==> src/common/hbp_pkg.sv <==
// Shared constants and types for the host bus request slave port
package hbp_pkg;

  // ****************************************
  // Widths and depths
  // ****************************************
  localparam int HBP_ADDR_W = 8;
  localparam int HBP_DATA_W = 32;
  localparam int HBP_FIFO_DEPTH = 2;
  localparam int HBP_SYNC_STAGES = 2;

  // ****************************************
  // Timing counts
  // ****************************************
  // Cycles of bus synchronisation after reset release before a grant may issue
  localparam int HBP_BUS_SYNC_CYCLES = 4;

  // ****************************************
  // Address map and reset values
  // ****************************************
  // Addresses below this limit hit I/O processor registers, the rest internal memory
  localparam logic [7:0] HBP_IOREG_LIMIT = 8'h80;
  localparam logic HBP_PIN_IDLE = 1'b1;
  localparam logic [31:0] HBP_DATA_RST = 32'h0000_0000;

  // ****************************************
  // Port states
  // ****************************************
  typedef enum logic [2:0] {
    HBP_ST_SYNC,
    HBP_ST_IDLE,
    HBP_ST_GRANT,
    HBP_ST_RD_WAIT,
    HBP_ST_RD_DONE,
    HBP_ST_WR_WAIT,
    HBP_ST_WR_DONE
  } hbp_state_t;

endpackage

==> src/verilog/hbp_sync.sv <==
// Two-flop synchroniser for a vector of host pins
`timescale 1ns/10ps
module hbp_sync #(
  parameter int WIDTH = 1
) (
  input wire logic clk_sys_in,
  input wire logic [WIDTH-1:0] async_in,
  output logic [WIDTH-1:0] sync_out
);

  logic [WIDTH-1:0] meta_reg;
  logic [WIDTH-1:0] sync_reg;

  // No reset: the chain must keep sampling during reset so requests are seen
  always_ff @(posedge clk_sys_in) begin
    meta_reg <= async_in;
    sync_reg <= meta_reg;
  end

  assign sync_out = sync_reg;

endmodule

==> src/verilog/hbp_host_port.sv <==
// Host bus request slave port: grant, ready handshake and I/O register access
`timescale 1ns/10ps
module hbp_host_port import hbp_pkg::*; #(
  parameter int ADDR_W = HBP_ADDR_W,
  parameter int DATA_W = HBP_DATA_W,
  parameter int FIFO_DEPTH = HBP_FIFO_DEPTH,
  parameter int SYNC_CYCLES = HBP_BUS_SYNC_CYCLES
) (
  input wire logic clk_sys_in,
  input wire logic sys_rst_in,
  input wire logic ready_open_drain_in,
  input wire logic host_sel_n_in,
  input wire logic host_bus_req_n_in,
  input wire logic host_rd_n_in,
  input wire logic host_wr_n_in,
  input wire logic [ADDR_W-1:0] host_addr_in,
  input wire logic [DATA_W-1:0] host_data_in,
  output logic [DATA_W-1:0] host_data_out,
  output logic host_data_oe_n_out,
  output logic host_bus_grant_n_out,
  output logic host_wait_ready_out,
  output logic host_wait_ready_oe_n_out,
  output logic ioreg_wr_valid_out,
  input wire logic ioreg_wr_ready_in,
  output logic [ADDR_W-1:0] ioreg_wr_addr_out,
  output logic [DATA_W-1:0] ioreg_wr_data_out,
  output logic ioreg_rd_req_out,
  output logic [ADDR_W-1:0] ioreg_rd_addr_out,
  input wire logic ioreg_rd_valid_in,
  input wire logic [DATA_W-1:0] ioreg_rd_data_in
);

  localparam int PIN_W = 4 + ADDR_W + DATA_W;
  localparam int CNT_W = $clog2(SYNC_CYCLES + 1);
  localparam int FC_W = $clog2(FIFO_DEPTH + 1);
  localparam int ENT_W = ADDR_W + DATA_W;

  function automatic logic is_ioreg(input logic [ADDR_W-1:0] addr);
    is_ioreg = (addr < ADDR_W'(HBP_IOREG_LIMIT));
  endfunction

  // ****************************************
  // Pin synchronisation
  // ****************************************
  logic [PIN_W-1:0] pins_s;
  logic sel_n_s, req_n_s, rd_n_s, wr_n_s;
  logic [ADDR_W-1:0] addr_s;
  logic [DATA_W-1:0] data_s;

  hbp_sync #(.WIDTH(PIN_W)) u_sync (
    .clk_sys_in(clk_sys_in),
    .async_in({host_sel_n_in, host_bus_req_n_in, host_rd_n_in, host_wr_n_in, host_addr_in, host_data_in}),
    .sync_out(pins_s)
  );

  assign {sel_n_s, req_n_s, rd_n_s, wr_n_s, addr_s, data_s} = pins_s;

  // ****************************************
  // State
  // ****************************************
  hbp_state_t state_reg, state_next;
  logic [CNT_W-1:0] sync_cnt_reg, sync_cnt_next;
  logic [CNT_W:0] rst_age_reg, rst_age_next;
  logic grant_n_reg, grant_n_next;
  // Strobe history one flop past the synchroniser: address and data settle before a fall is used
  logic [3:0] strb_hist_reg;
  logic rdy_low_reg, rdy_low_next;
  logic rdy_out_reg, rdy_out_next;
  logic rdy_oe_n_reg, rdy_oe_n_next;
  logic [DATA_W-1:0] dout_reg, dout_next;
  logic dout_oe_n_reg, dout_oe_n_next;
  logic rd_req_reg, rd_req_next;
  logic [ADDR_W-1:0] rd_addr_reg, rd_addr_next;
  logic [ENT_W-1:0] fifo_reg [FIFO_DEPTH];
  logic [ENT_W-1:0] fifo_next [FIFO_DEPTH];
  logic [FC_W-1:0] fcnt_reg, fcnt_next;
  logic wr_valid_reg, wr_valid_next;
  logic both_act, rd_fall, wr_fall, fifo_room, pop, push;
  logic [FC_W-1:0] slot;

  assign both_act = ~sel_n_s & ~req_n_s;
  assign rd_fall = strb_hist_reg[3] & ~strb_hist_reg[1];
  assign wr_fall = strb_hist_reg[2] & ~strb_hist_reg[0];
  assign fifo_room = (fcnt_reg < FC_W'(FIFO_DEPTH));
  assign pop = wr_valid_reg & ioreg_wr_ready_in;

  // ****************************************
  // Grant and access sequencing
  // ****************************************
  always_comb begin
    state_next = state_reg;
    sync_cnt_next = sync_cnt_reg;
    grant_n_next = grant_n_reg;
    dout_next = dout_reg;
    dout_oe_n_next = dout_oe_n_reg;
    rd_req_next = 1'b0;
    rd_addr_next = rd_addr_reg;
    push = 1'b0;
    rst_age_next = rst_age_reg + (CNT_W+1)'(rst_age_reg <= (CNT_W+1)'(SYNC_CYCLES + 1));
    unique case (state_reg)
      HBP_ST_SYNC: begin
        // Grant withheld until bus sync completes; a held request is served after
        if (sync_cnt_reg == CNT_W'(SYNC_CYCLES)) begin
          state_next = HBP_ST_IDLE;
        end else begin
          sync_cnt_next = sync_cnt_reg + CNT_W'(1);
        end
      end
      HBP_ST_IDLE: begin
        // A request sampled at this edge is granted at this edge
        if (both_act) begin
          state_next = HBP_ST_GRANT;
          grant_n_next = 1'b0;
        end
      end
      HBP_ST_GRANT: begin
        if (!both_act) begin
          state_next = HBP_ST_IDLE;
          grant_n_next = HBP_PIN_IDLE;
        end else if (rd_fall) begin
          if (is_ioreg(addr_s)) begin
            rd_req_next = 1'b1;
            rd_addr_next = addr_s;
            state_next = HBP_ST_RD_WAIT;
          end else begin
            // Internal memory is not served: reads return zero
            dout_next = DATA_W'(HBP_DATA_RST);
            dout_oe_n_next = 1'b0;
            state_next = HBP_ST_RD_DONE;
          end
        end else if (wr_fall) begin
          if (!is_ioreg(addr_s)) begin
            state_next = HBP_ST_WR_DONE;
          end else if (fifo_room) begin
            push = 1'b1;
            state_next = HBP_ST_WR_DONE;
          end else begin
            state_next = HBP_ST_WR_WAIT;
          end
        end
      end
      HBP_ST_RD_WAIT: begin
        if (ioreg_rd_valid_in) begin
          dout_next = ioreg_rd_data_in;
          dout_oe_n_next = 1'b0;
          state_next = HBP_ST_RD_DONE;
        end
      end
      HBP_ST_RD_DONE: begin
        if (rd_n_s) begin
          dout_oe_n_next = HBP_PIN_IDLE;
          state_next = HBP_ST_GRANT;
        end
      end
      HBP_ST_WR_WAIT: begin
        if (fifo_room) begin
          push = 1'b1;
          state_next = HBP_ST_WR_DONE;
        end
      end
      HBP_ST_WR_DONE: begin
        if (wr_n_s) begin
          state_next = HBP_ST_GRANT;
        end
      end
    endcase
  end

  // ****************************************
  // Ready line
  // ****************************************
  always_comb begin
    // Low while waiting for grant, and while a read or a full-FIFO write is pending
    rdy_low_next = (state_next == HBP_ST_RD_WAIT) || (state_next == HBP_ST_WR_WAIT) ||
                   (((state_reg == HBP_ST_SYNC) || (state_reg == HBP_ST_IDLE)) && both_act);
    if (ready_open_drain_in) begin
      // Open drain: never driven high, only released
      rdy_out_next = 1'b0;
      rdy_oe_n_next = ~rdy_low_next;
    end else begin
      // Active drive: driven while select and request are low, else tristated
      rdy_out_next = ~rdy_low_next;
      rdy_oe_n_next = ~both_act;
    end
  end

  // ****************************************
  // Slave write FIFO
  // ****************************************
  always_comb begin
    slot = fcnt_reg - FC_W'(pop);
    for (int i = 0; i < FIFO_DEPTH; i++) begin
      fifo_next[i] = fifo_reg[i];
      if (pop && (i < FIFO_DEPTH - 1)) begin
        fifo_next[i] = fifo_reg[i+1];
      end
      if (push && (FC_W'(i) == slot)) begin
        fifo_next[i] = {addr_s, data_s};
      end
    end
    fcnt_next = fcnt_reg + FC_W'(push) - FC_W'(pop);
    wr_valid_next = (fcnt_next != '0);
  end

  always_ff @(posedge clk_sys_in) begin
    if (sys_rst_in) begin
      state_reg <= HBP_ST_SYNC;
      sync_cnt_reg <= '0;
      grant_n_reg <= HBP_PIN_IDLE;
      strb_hist_reg <= {4{HBP_PIN_IDLE}};
      rst_age_reg <= '0;
      rdy_low_reg <= 1'b0;
      rdy_out_reg <= 1'b0;
      rdy_oe_n_reg <= HBP_PIN_IDLE;
      dout_reg <= DATA_W'(HBP_DATA_RST);
      dout_oe_n_reg <= HBP_PIN_IDLE;
      rd_req_reg <= 1'b0;
      rd_addr_reg <= '0;
      fcnt_reg <= '0;
      wr_valid_reg <= 1'b0;
      for (int i = 0; i < FIFO_DEPTH; i++) begin
        fifo_reg[i] <= '0;
      end
    end else begin
      state_reg <= state_next;
      sync_cnt_reg <= sync_cnt_next;
      grant_n_reg <= grant_n_next;
      strb_hist_reg <= {strb_hist_reg[1:0], rd_n_s, wr_n_s};
      rst_age_reg <= rst_age_next;
      rdy_low_reg <= rdy_low_next;
      rdy_out_reg <= rdy_out_next;
      rdy_oe_n_reg <= rdy_oe_n_next;
      dout_reg <= dout_next;
      dout_oe_n_reg <= dout_oe_n_next;
      rd_req_reg <= rd_req_next;
      rd_addr_reg <= rd_addr_next;
      fcnt_reg <= fcnt_next;
      wr_valid_reg <= wr_valid_next;
      fifo_reg <= fifo_next;
    end
  end

  assign host_bus_grant_n_out = grant_n_reg;
  assign host_wait_ready_out = rdy_out_reg;
  assign host_wait_ready_oe_n_out = rdy_oe_n_reg;
  assign host_data_out = dout_reg;
  assign host_data_oe_n_out = dout_oe_n_reg;
  assign ioreg_rd_req_out = rd_req_reg;
  assign ioreg_rd_addr_out = rd_addr_reg;
  assign ioreg_wr_valid_out = wr_valid_reg;
  assign {ioreg_wr_addr_out, ioreg_wr_data_out} = fifo_reg[0];

  // ****************************************
  // Assertions
  // ****************************************
  AST_GRANT_HELD_AFTER_RESET: assert property (@(posedge clk_sys_in) disable iff (sys_rst_in)
    rst_age_reg <= (CNT_W+1)'(SYNC_CYCLES + 1) |-> host_bus_grant_n_out)
    else $error("grant issued before bus sync finished");
  AST_INTMEM_READ_IGNORED: assert property (@(posedge clk_sys_in) disable iff (sys_rst_in)
    state_reg == HBP_ST_GRANT && both_act && rd_fall && !is_ioreg(addr_s)
    |=> !ioreg_rd_req_out && host_data_out == '0 && !host_data_oe_n_out)
    else $error("internal memory read reached register side");
  AST_WR_NO_STALL_WITH_ROOM: assert property (@(posedge clk_sys_in) disable iff (sys_rst_in)
    state_reg == HBP_ST_GRANT && both_act && !rd_fall && wr_fall && fifo_room |=> !rdy_low_reg)
    else $error("write stalled with free FIFO entry");
  AST_WR_STALL_WHEN_FULL: assert property (@(posedge clk_sys_in) disable iff (sys_rst_in)
    state_reg == HBP_ST_GRANT && both_act && !rd_fall && wr_fall && is_ioreg(addr_s) && !fifo_room
    |=> rdy_low_reg)
    else $error("full FIFO write not stalled");
  AST_OD_NEVER_HIGH: assert property (@(posedge clk_sys_in) disable iff (sys_rst_in)
    $past(ready_open_drain_in) && !host_wait_ready_oe_n_out |-> !host_wait_ready_out)
    else $error("open-drain ready driven high");
  AST_AD_TRISTATE: assert property (@(posedge clk_sys_in) disable iff (sys_rst_in)
    !ready_open_drain_in && !both_act |=> host_wait_ready_oe_n_out)
    else $error("active-drive ready not released");
  AST_READY_AFTER_GRANT: assert property (@(posedge clk_sys_in) disable iff (sys_rst_in)
    $fell(host_bus_grant_n_out) |-> rdy_low_reg ##1 !rdy_low_reg)
    else $error("ready released before grant");
  AST_REQ_SAME_EDGE: assert property (@(posedge clk_sys_in) disable iff (sys_rst_in)
    state_reg == HBP_ST_IDLE && both_act |=> !host_bus_grant_n_out)
    else $error("sampled request not granted at once");
  CV_GRANT: cover property (@(posedge clk_sys_in) $fell(host_bus_grant_n_out));
  CV_READ: cover property (@(posedge clk_sys_in) state_reg == HBP_ST_RD_WAIT && ioreg_rd_valid_in);
  CV_WR_STALL: cover property (@(posedge clk_sys_in) state_reg == HBP_ST_WR_WAIT && fifo_room);
  CV_INTMEM: cover property (@(posedge clk_sys_in) state_reg == HBP_ST_GRANT && wr_fall && !is_ioreg(addr_s));

endmodule

==> config.mk <==
export PLATFORM = sky130hd
export DESIGN_NAME = hbp_host_port
export DESIGN_NICKNAME = d
export VERILOG_FILES = /design/src/common/hbp_pkg.sv /design/src/verilog/hbp_sync.sv /design/src/verilog/hbp_host_port.sv
export SDC_FILE = /design/constraint.sdc
export NUM_CORES = 1
export LEC_CHECK = 0
export BUFFER_PORTS_ARGS = -buffer_cell sky130_fd_sc_hd__buf_4
export CAP_MARGIN = 20
export CORE_UTILIZATION = 53
export DETAILED_ROUTE_END_ITERATION = 6
export GPL_ROUTABILITY_DRIVEN = 0
export PLACE_DENSITY = 0.76
export SETUP_SLACK_MARGIN = 0.5
export SYNTH_ARGS = -nofsm -noshare
export SYNTH_HDL_FRONTEND = slang
export SYNTH_HIERARCHICAL = 1
export SYNTH_SLANG_ARGS = --single-unit
==> constraint.sdc <==
create_clock -name clk_sys_in -period 2.6 [get_ports clk_sys_in]
set_input_delay 0.26 -clock clk_sys_in [delete_from_list [all_inputs] [get_ports clk_sys_in]]
set_output_delay 0.26 -clock clk_sys_in [all_outputs]
set_load 0.03 [all_outputs]
Yosys cells after proc, flatten, opt, wreduce, memory -nomap -nowiden
Index checks and enable logic that the tools add are counted.
- add/sub/neg operators: 4
- $lt $le $gt $ge: 2
- muxes and demuxes: 37
- bitwise gates (word level): 13
- reduce and logical (&&, ||, !) cells: 20
- equality and inequality tests: 17
- operators with widths (kind ; count):
    $mux 32 ; 4
    $mux 40 ; 2
    $pmux 32 s2 ; 1
    $mux 3 ; 10
    $pmux 3 s7 ; 1
    $eq 3x3->1 const B ; 5
    $mux 1 ; 14
    $ne 2x2->1 const B ; 6
    $eq 3x2->1 const B ; 3
    $not 1->1 ; 9
    $lt 8x8->1 const B ; 1
    $reduce_bool 2->1 ; 4
    $reduce_and 6->1 ; 1
    $reduce_and 5->1 ; 1
    $and 1x1->1 ; 4
    $mux 2 ; 2
    $pmux 1 s2 ; 2
    $reduce_and 4->1 ; 1
    $reduce_or 4->1 ; 1
    $sub 2x1->2 ; 2
    $add 3x1->3 const B ; 1
    $eq 3x1->1 const B ; 1
    $logic_and 1x1->1 ; 3
    $logic_not 3->1 ; 1
    other kinds (11) ; 13
- input port bits: 81
- register bits after elaboration: 226
- logic and storage cells: 109

Logic depth before layout (Yosys ltp)
- word-level depth: 12
- mapped depth: 10

By module
The synthesis kept the hierarchy.
- modules (own cells, without submodules) (module ; instances ; area an instance (sq um) ; sequential area each (sq um) ; cells an instance):
    hbp_host_port ; 1 ; 5903.2 ; 2762.6 ; 640
    hbp_sync ; 1 ; 1761.7 ; 1761.7 ; 88

Worst setup path after synthesis
Ideal clock, no wire load.
- path kind: reg-to-reg
- start point: reg wr_valid_reg (netlist: ioreg_wr_valid_out)
- end point: reg fifo_reg, in the netlist ioreg_wr_addr_out[0]
- stages on the path, launching flop included: 10
- slack: 191 ps
- setup time: 146 ps
- data arrival time: 2263 ps
- required time: 2454 ps
- path through: dfxtp_1 > nand2_1 > buf_1 > inv_1 > ha_1 > or3b_1 > buf_2 > buf_2 > nor2_1 > a211oi_2
- longest elaborated chain between the ends: 5
- elaborated cells between the ends (all ways): 6
- RTL lines (element ; line ; text):
    start: declaration ; hbp_host_port.sv:77 ; logic wr_valid_reg, wr_valid_next;
    start signal: assignment ; hbp_host_port.sv:238 ; wr_valid_reg <= wr_valid_next;
    $and 1x1->1 (*) ; hbp_host_port.sv:85 ; assign pop = wr_valid_reg & ioreg_wr_ready_in;
    $sub 2x1->2 ; hbp_host_port.sv:191 ; slot = fcnt_reg - FC_W'(pop);
    $logic_not 2->1 ; hbp_host_port.sv:197 ; if (push && (FC_W'(i) == slot)) begin
    $logic_and 1x1->1 ; hbp_host_port.sv:197 ;
    $mux 40 / $reduce_bool 2->1 (equally long branches) ; - ;
    end signal: assignment ; hbp_host_port.sv:239 ; fifo_reg <= fifo_next;
    end: declaration ; hbp_host_port.sv:74 ; logic [ENT_W-1:0] fifo_reg [FIFO_DEPTH];
Every way passes the cells marked *; elsewhere a longest branch is shown, timed or not.
A chain may end at the register's enable or synchronous reset.

Worst setup path after layout
- start point: reg state_reg[1]
- end point: reg fifo_reg, in the netlist ioreg_wr_addr_out[6]
- longest elaborated chain between the ends: 4
- elaborated cells between the ends (all ways): 6
- RTL lines (element ; line ; text):
    start: declaration ; hbp_host_port.sv:61 ; hbp_state_t state_reg, state_next;
    start signal: assignment ; hbp_host_port.sv:225 ; state_reg <= state_next;
    $eq 3x3->1 / $eq 3x2->1 (equally long branches) ; hbp_host_port.sv:100 ; unique case (state_reg)
    $pmux 1 s2 (*) ; hbp_host_port.sv:100 ;
    $logic_and 1x1->1 (*) ; hbp_host_port.sv:197 ;
    $mux 40 / $reduce_bool 2->1 (equally long branches) ; - ;
Marks and branches as above.

==> out/qor.csv <==
stage,metric,value,unit
status,outcome,"finished, final reports clean",
timing,maxSlewViolCount,0,
floorplanning,num_rows,43,
synth,yosysWarnings,6,
floorplanning,io_pins,167,
floorplanning,coreArea,0.0140,mm2
synth,netlist.area_leader.share,59.0,%
timing,fin_skew,0.0114,ns
worst_hold_path,hold_path_end,host_data_out[10],
worst_setup_path,r2r_cells,9,
timing,max_freq,455,MHz
power,p_leak,4.53,nW
cts,cts_tree,done,
worst_setup_path,timing.rr.end,ioreg_wr_addr_out[6],
global_route,grt_overflow,0,
worst_setup_path,cp_max_fo,7,
finish,drive_gt1_share,37.1,%
synth,yosysSeqAreaShare,59.0,%
worst_setup_path,ff2ff_setup_slack,0.40,ns
global_route,grt_max_degree,86,
finish,n_antenna_cell,0,
placed_design,place.detailed.hpwl,10.1,mm
finish,fin_nets,992,
cts,cts_root_buffer,clkbuf_16,
synth,synth_xor_area_share,0.571,%
timing,setup_viol,0,
worst_setup_path,crit_path_end_kind,register,
synth,synthMuxAreaShare,6.40,%
synth,synth_fa_ha_area_share,0.816,%
placed_design,dpl.cell_count,999,
worst_setup_path,critPathArrivalTime,2.53,ns
floorplanning,die_area,0.0149,mm2
synth,synthTopCellsByArea,"dfxtp_1 (59%), a211oi_2 (6.5%), mux2i_1 (6.4%), nor2_1 (4.6%), nand2_1 (4.4%)",
synth,synth_compound_area_share,14.2,%
worst_setup_path,r2r_start,state_reg[1],
run,drv_cap,0,
global_route,grt_pass1_vias,5526,
cts,insertion_delay,0.49,ns
synth,async_flop_share,0,%
worst_hold_path,hp-class,in -> reg,
synth,syn_nets,814,
finish,area_growth,37.9,%
routing,vias,5773,
cts,clockBufferDepth,3,
timing,hold_violations,0,
worst_setup_path,startpoint_type,register,
synth,avgSynthCellArea,10.5,um2
synth,netlist_area,0.00766,mm2
floorplanning,fp.dieH,122,um
synth,yosysTopAreaCell,dfxtp_1,
timing,fin_tns_setup,0,ns
routing,ant_nets,0,
synth,synthDistinctLibCells,44,
global_route,use_met2,39.4,%
synth,synth-edff-count,0,
timing,max_slew_margin,38.0,%
global_route,antenna_found_initial,0,
power,ir_drop,0.000404,V
global_route,grtUsageMet3,4.23,%
finish,final_cells,1100,
worst_setup_path,required,2.93,ns
global_route,grt_usage,21.6,%
routing,drtIter0Drc,306,
routing,vias_per_cell,5.25,
worst_hold_path,hp-start,ioreg_rd_data_in[10],
synth,synth_flop_cell,dfxtp_1,
timing,fin_crit_sh,84.4,%
synth,synthSimpleGateAreaFrac,11.8,%
cts,cts_sinks,226,
worst_setup_path,crit_type,reg -> reg,
global_route,grt_pass1_wl,25.8,mm
cts,cts_buffers,22,
synth,synth_top_family_by_area,compound AO/OA/AOI/OAI gates,
power,powerDensity,708,mW/mm2
floorplanning,die_w,122,um
global_route,busiest_layer,met2,
global_route,grt_util_met1,25.0,%
timing,max_slew.worst_pin.slew,0.930,ns
synth,ys_ff_latch,226,
timing,fin_crit,2.20,ns
finish,fillCellCount,875,
worst_hold_path,min_path_cells,3,
floorplanning,start_util,54.8,%
routing,first_pass_iters,5,
cts,htree_num_levels,1,
routing,wire_per_inst,16.5,um
timing,rsz0062_at_grt,yes,
synth,synth_cells,728,
routing,wl,18.1,mm
routing,post-route-drc-count,0,
cts,clk_pin_slew,0.06,ns
timing,whs,0.0215,ns
placed_design,port-buffer-count,166,
==> area by class of cell <==
cell class	count	area, um2	area share, %
Inverter	7	30.0	0.284
Tap cell	180	225	2.13
Clock buffer	32	659	6.24
Sequential cell	226	4530	42.9
Multi-Input combinational cell	409	2940	27.8
Clock inverter	6	86.3	0.817
Timing Repair Buffer	240	2100	19.8
==> worst max path at each step <==
| stage | start | endpoint | slack [ns] | depth (start not counted) |
|---|---|---|---|---|
| finish | state_reg[1] | ioreg_wr_addr_out[6] | 0.40 | 9 |
| CTS | state_reg[0] | ioreg_wr_valid_out | 0.41 | 10 |
| global placement | state_reg[1] | ioreg_wr_valid_out | 0.28 | 10 |
| floorplan | state_reg[0] | ioreg_wr_valid_out | 0.52 | 10 |
| detailed placement | state_reg[1] | ioreg_wr_valid_out | 0.16 | 10 |
| global route | state_reg[1] | ioreg_wr_valid_out | 0.32 | 10 |
==> power by group <==
| group | switching (W) | internal (W) |
|---|---|---|
| Clock | 0.00125 | 0.00195 |
| Sequential | 0.0000848 | 0.00358 |
| Combinational | 0.000314 | 0.000311 |
| Total | 0.00165 | 0.00584 |
==> synth_stat cells (all sizes together), types with 2 or more instances <==
master  count
nand4       3
a22oi      32
clkbuf     33
o21ai       5
nor4b       2
a21oi      43
a311oi      2
dfxtp     226
nor2b       4
nor2       93
nand3       4
nor3        3
and3        2
mux2i      49
nand2      89
buf        55
a211oi     40
nor3b       3
xor2        3
xnor2       2
inv         6
o211ai      2
ha          5
or2         7
==> placed cells by master, fill, tap and decap left out, drive strengths merged, types with 2 or more instances in the layout <==
cell	synthesis	routed
mux2i	49	49
nor3	3	3
a311oi	2	2
a211oi	40	40
nand4	3	3
and3	2	2
or3b	1	3
nand3	4	4
a22oi	32	32
nand2	89	89
or2	7	7
nor4b	2	2
a21oi	43	43
o211ai	2	2
dlygate4sd3	0	44
bufinv	0	2
nor3b	3	3
nor2b	4	4
nor2	93	93
clkinv	1	3
inv	6	6
clkbuf	33	38
buf	55	190
xor2	3	3
o21ai	5	5
dfxtp	226	226
clkinvlp	0	2
xnor2	2	2
ha	5	5
==> worst max-delay path, stage by stage (launching register included) <==
cell and delay, ns:
dfxtp_4 0.36, nor3b_4 0.24, nand4_1 0.11, a21o_1 0.22, buf_4 0.14, buf_6 0.12
or3b_4 0.48, clkbuf_16 0.22, nor2_2 0.09, a211oi_2 0.05
==> cells by family (layout without fill, tap and decap cells) <==
logic type                 Yosys count  after routing
and+or+nand+nor                    215            217
xor gates and xnor gates             5              5
muxes                               49             49
AOI/OAI and AO/OA                  133            133
buffers and inverters               95            285
adders and majority gates            5              5
DFF                                226            226
==> metal layers <==
metal	share of wire (%)	vias to the layer above	routed length, um
met4	2.6	0	478
met3	5.3	37	968
met2	51	213	9270
met1	41	2738	7430
li1	-	2785	-
met5	0	-	0
==> metrics by stage <==
stage	instance area (um2)	util [%]	setup WS (ns)	power, W
3_5_place_dp	8780	62.8	0.158	0.00424
5_1_grt	10600	75.6	0.315	0.00775
4_1_cts	10000	71.8	0.405	0.00750
3_3_place_gp	8780	62.8	0.277	0.00421
2_1_floorplan	7680	-	0.517	0.00403
6_report	10600	75.6	0.405	0.00749
==> timing repair <==
action / CTS / global route
hold buffers: 44 / 0
pin swaps: 8 / 7
gates resized for setup: 9 / 89
setup buffers: 5 / 4
setup endpoints to repair: 65 / 50
hold endpoints to repair: 44 / 0
cloned: 1 / 9
No activity file was read; power rests on OpenSTA's default activity.
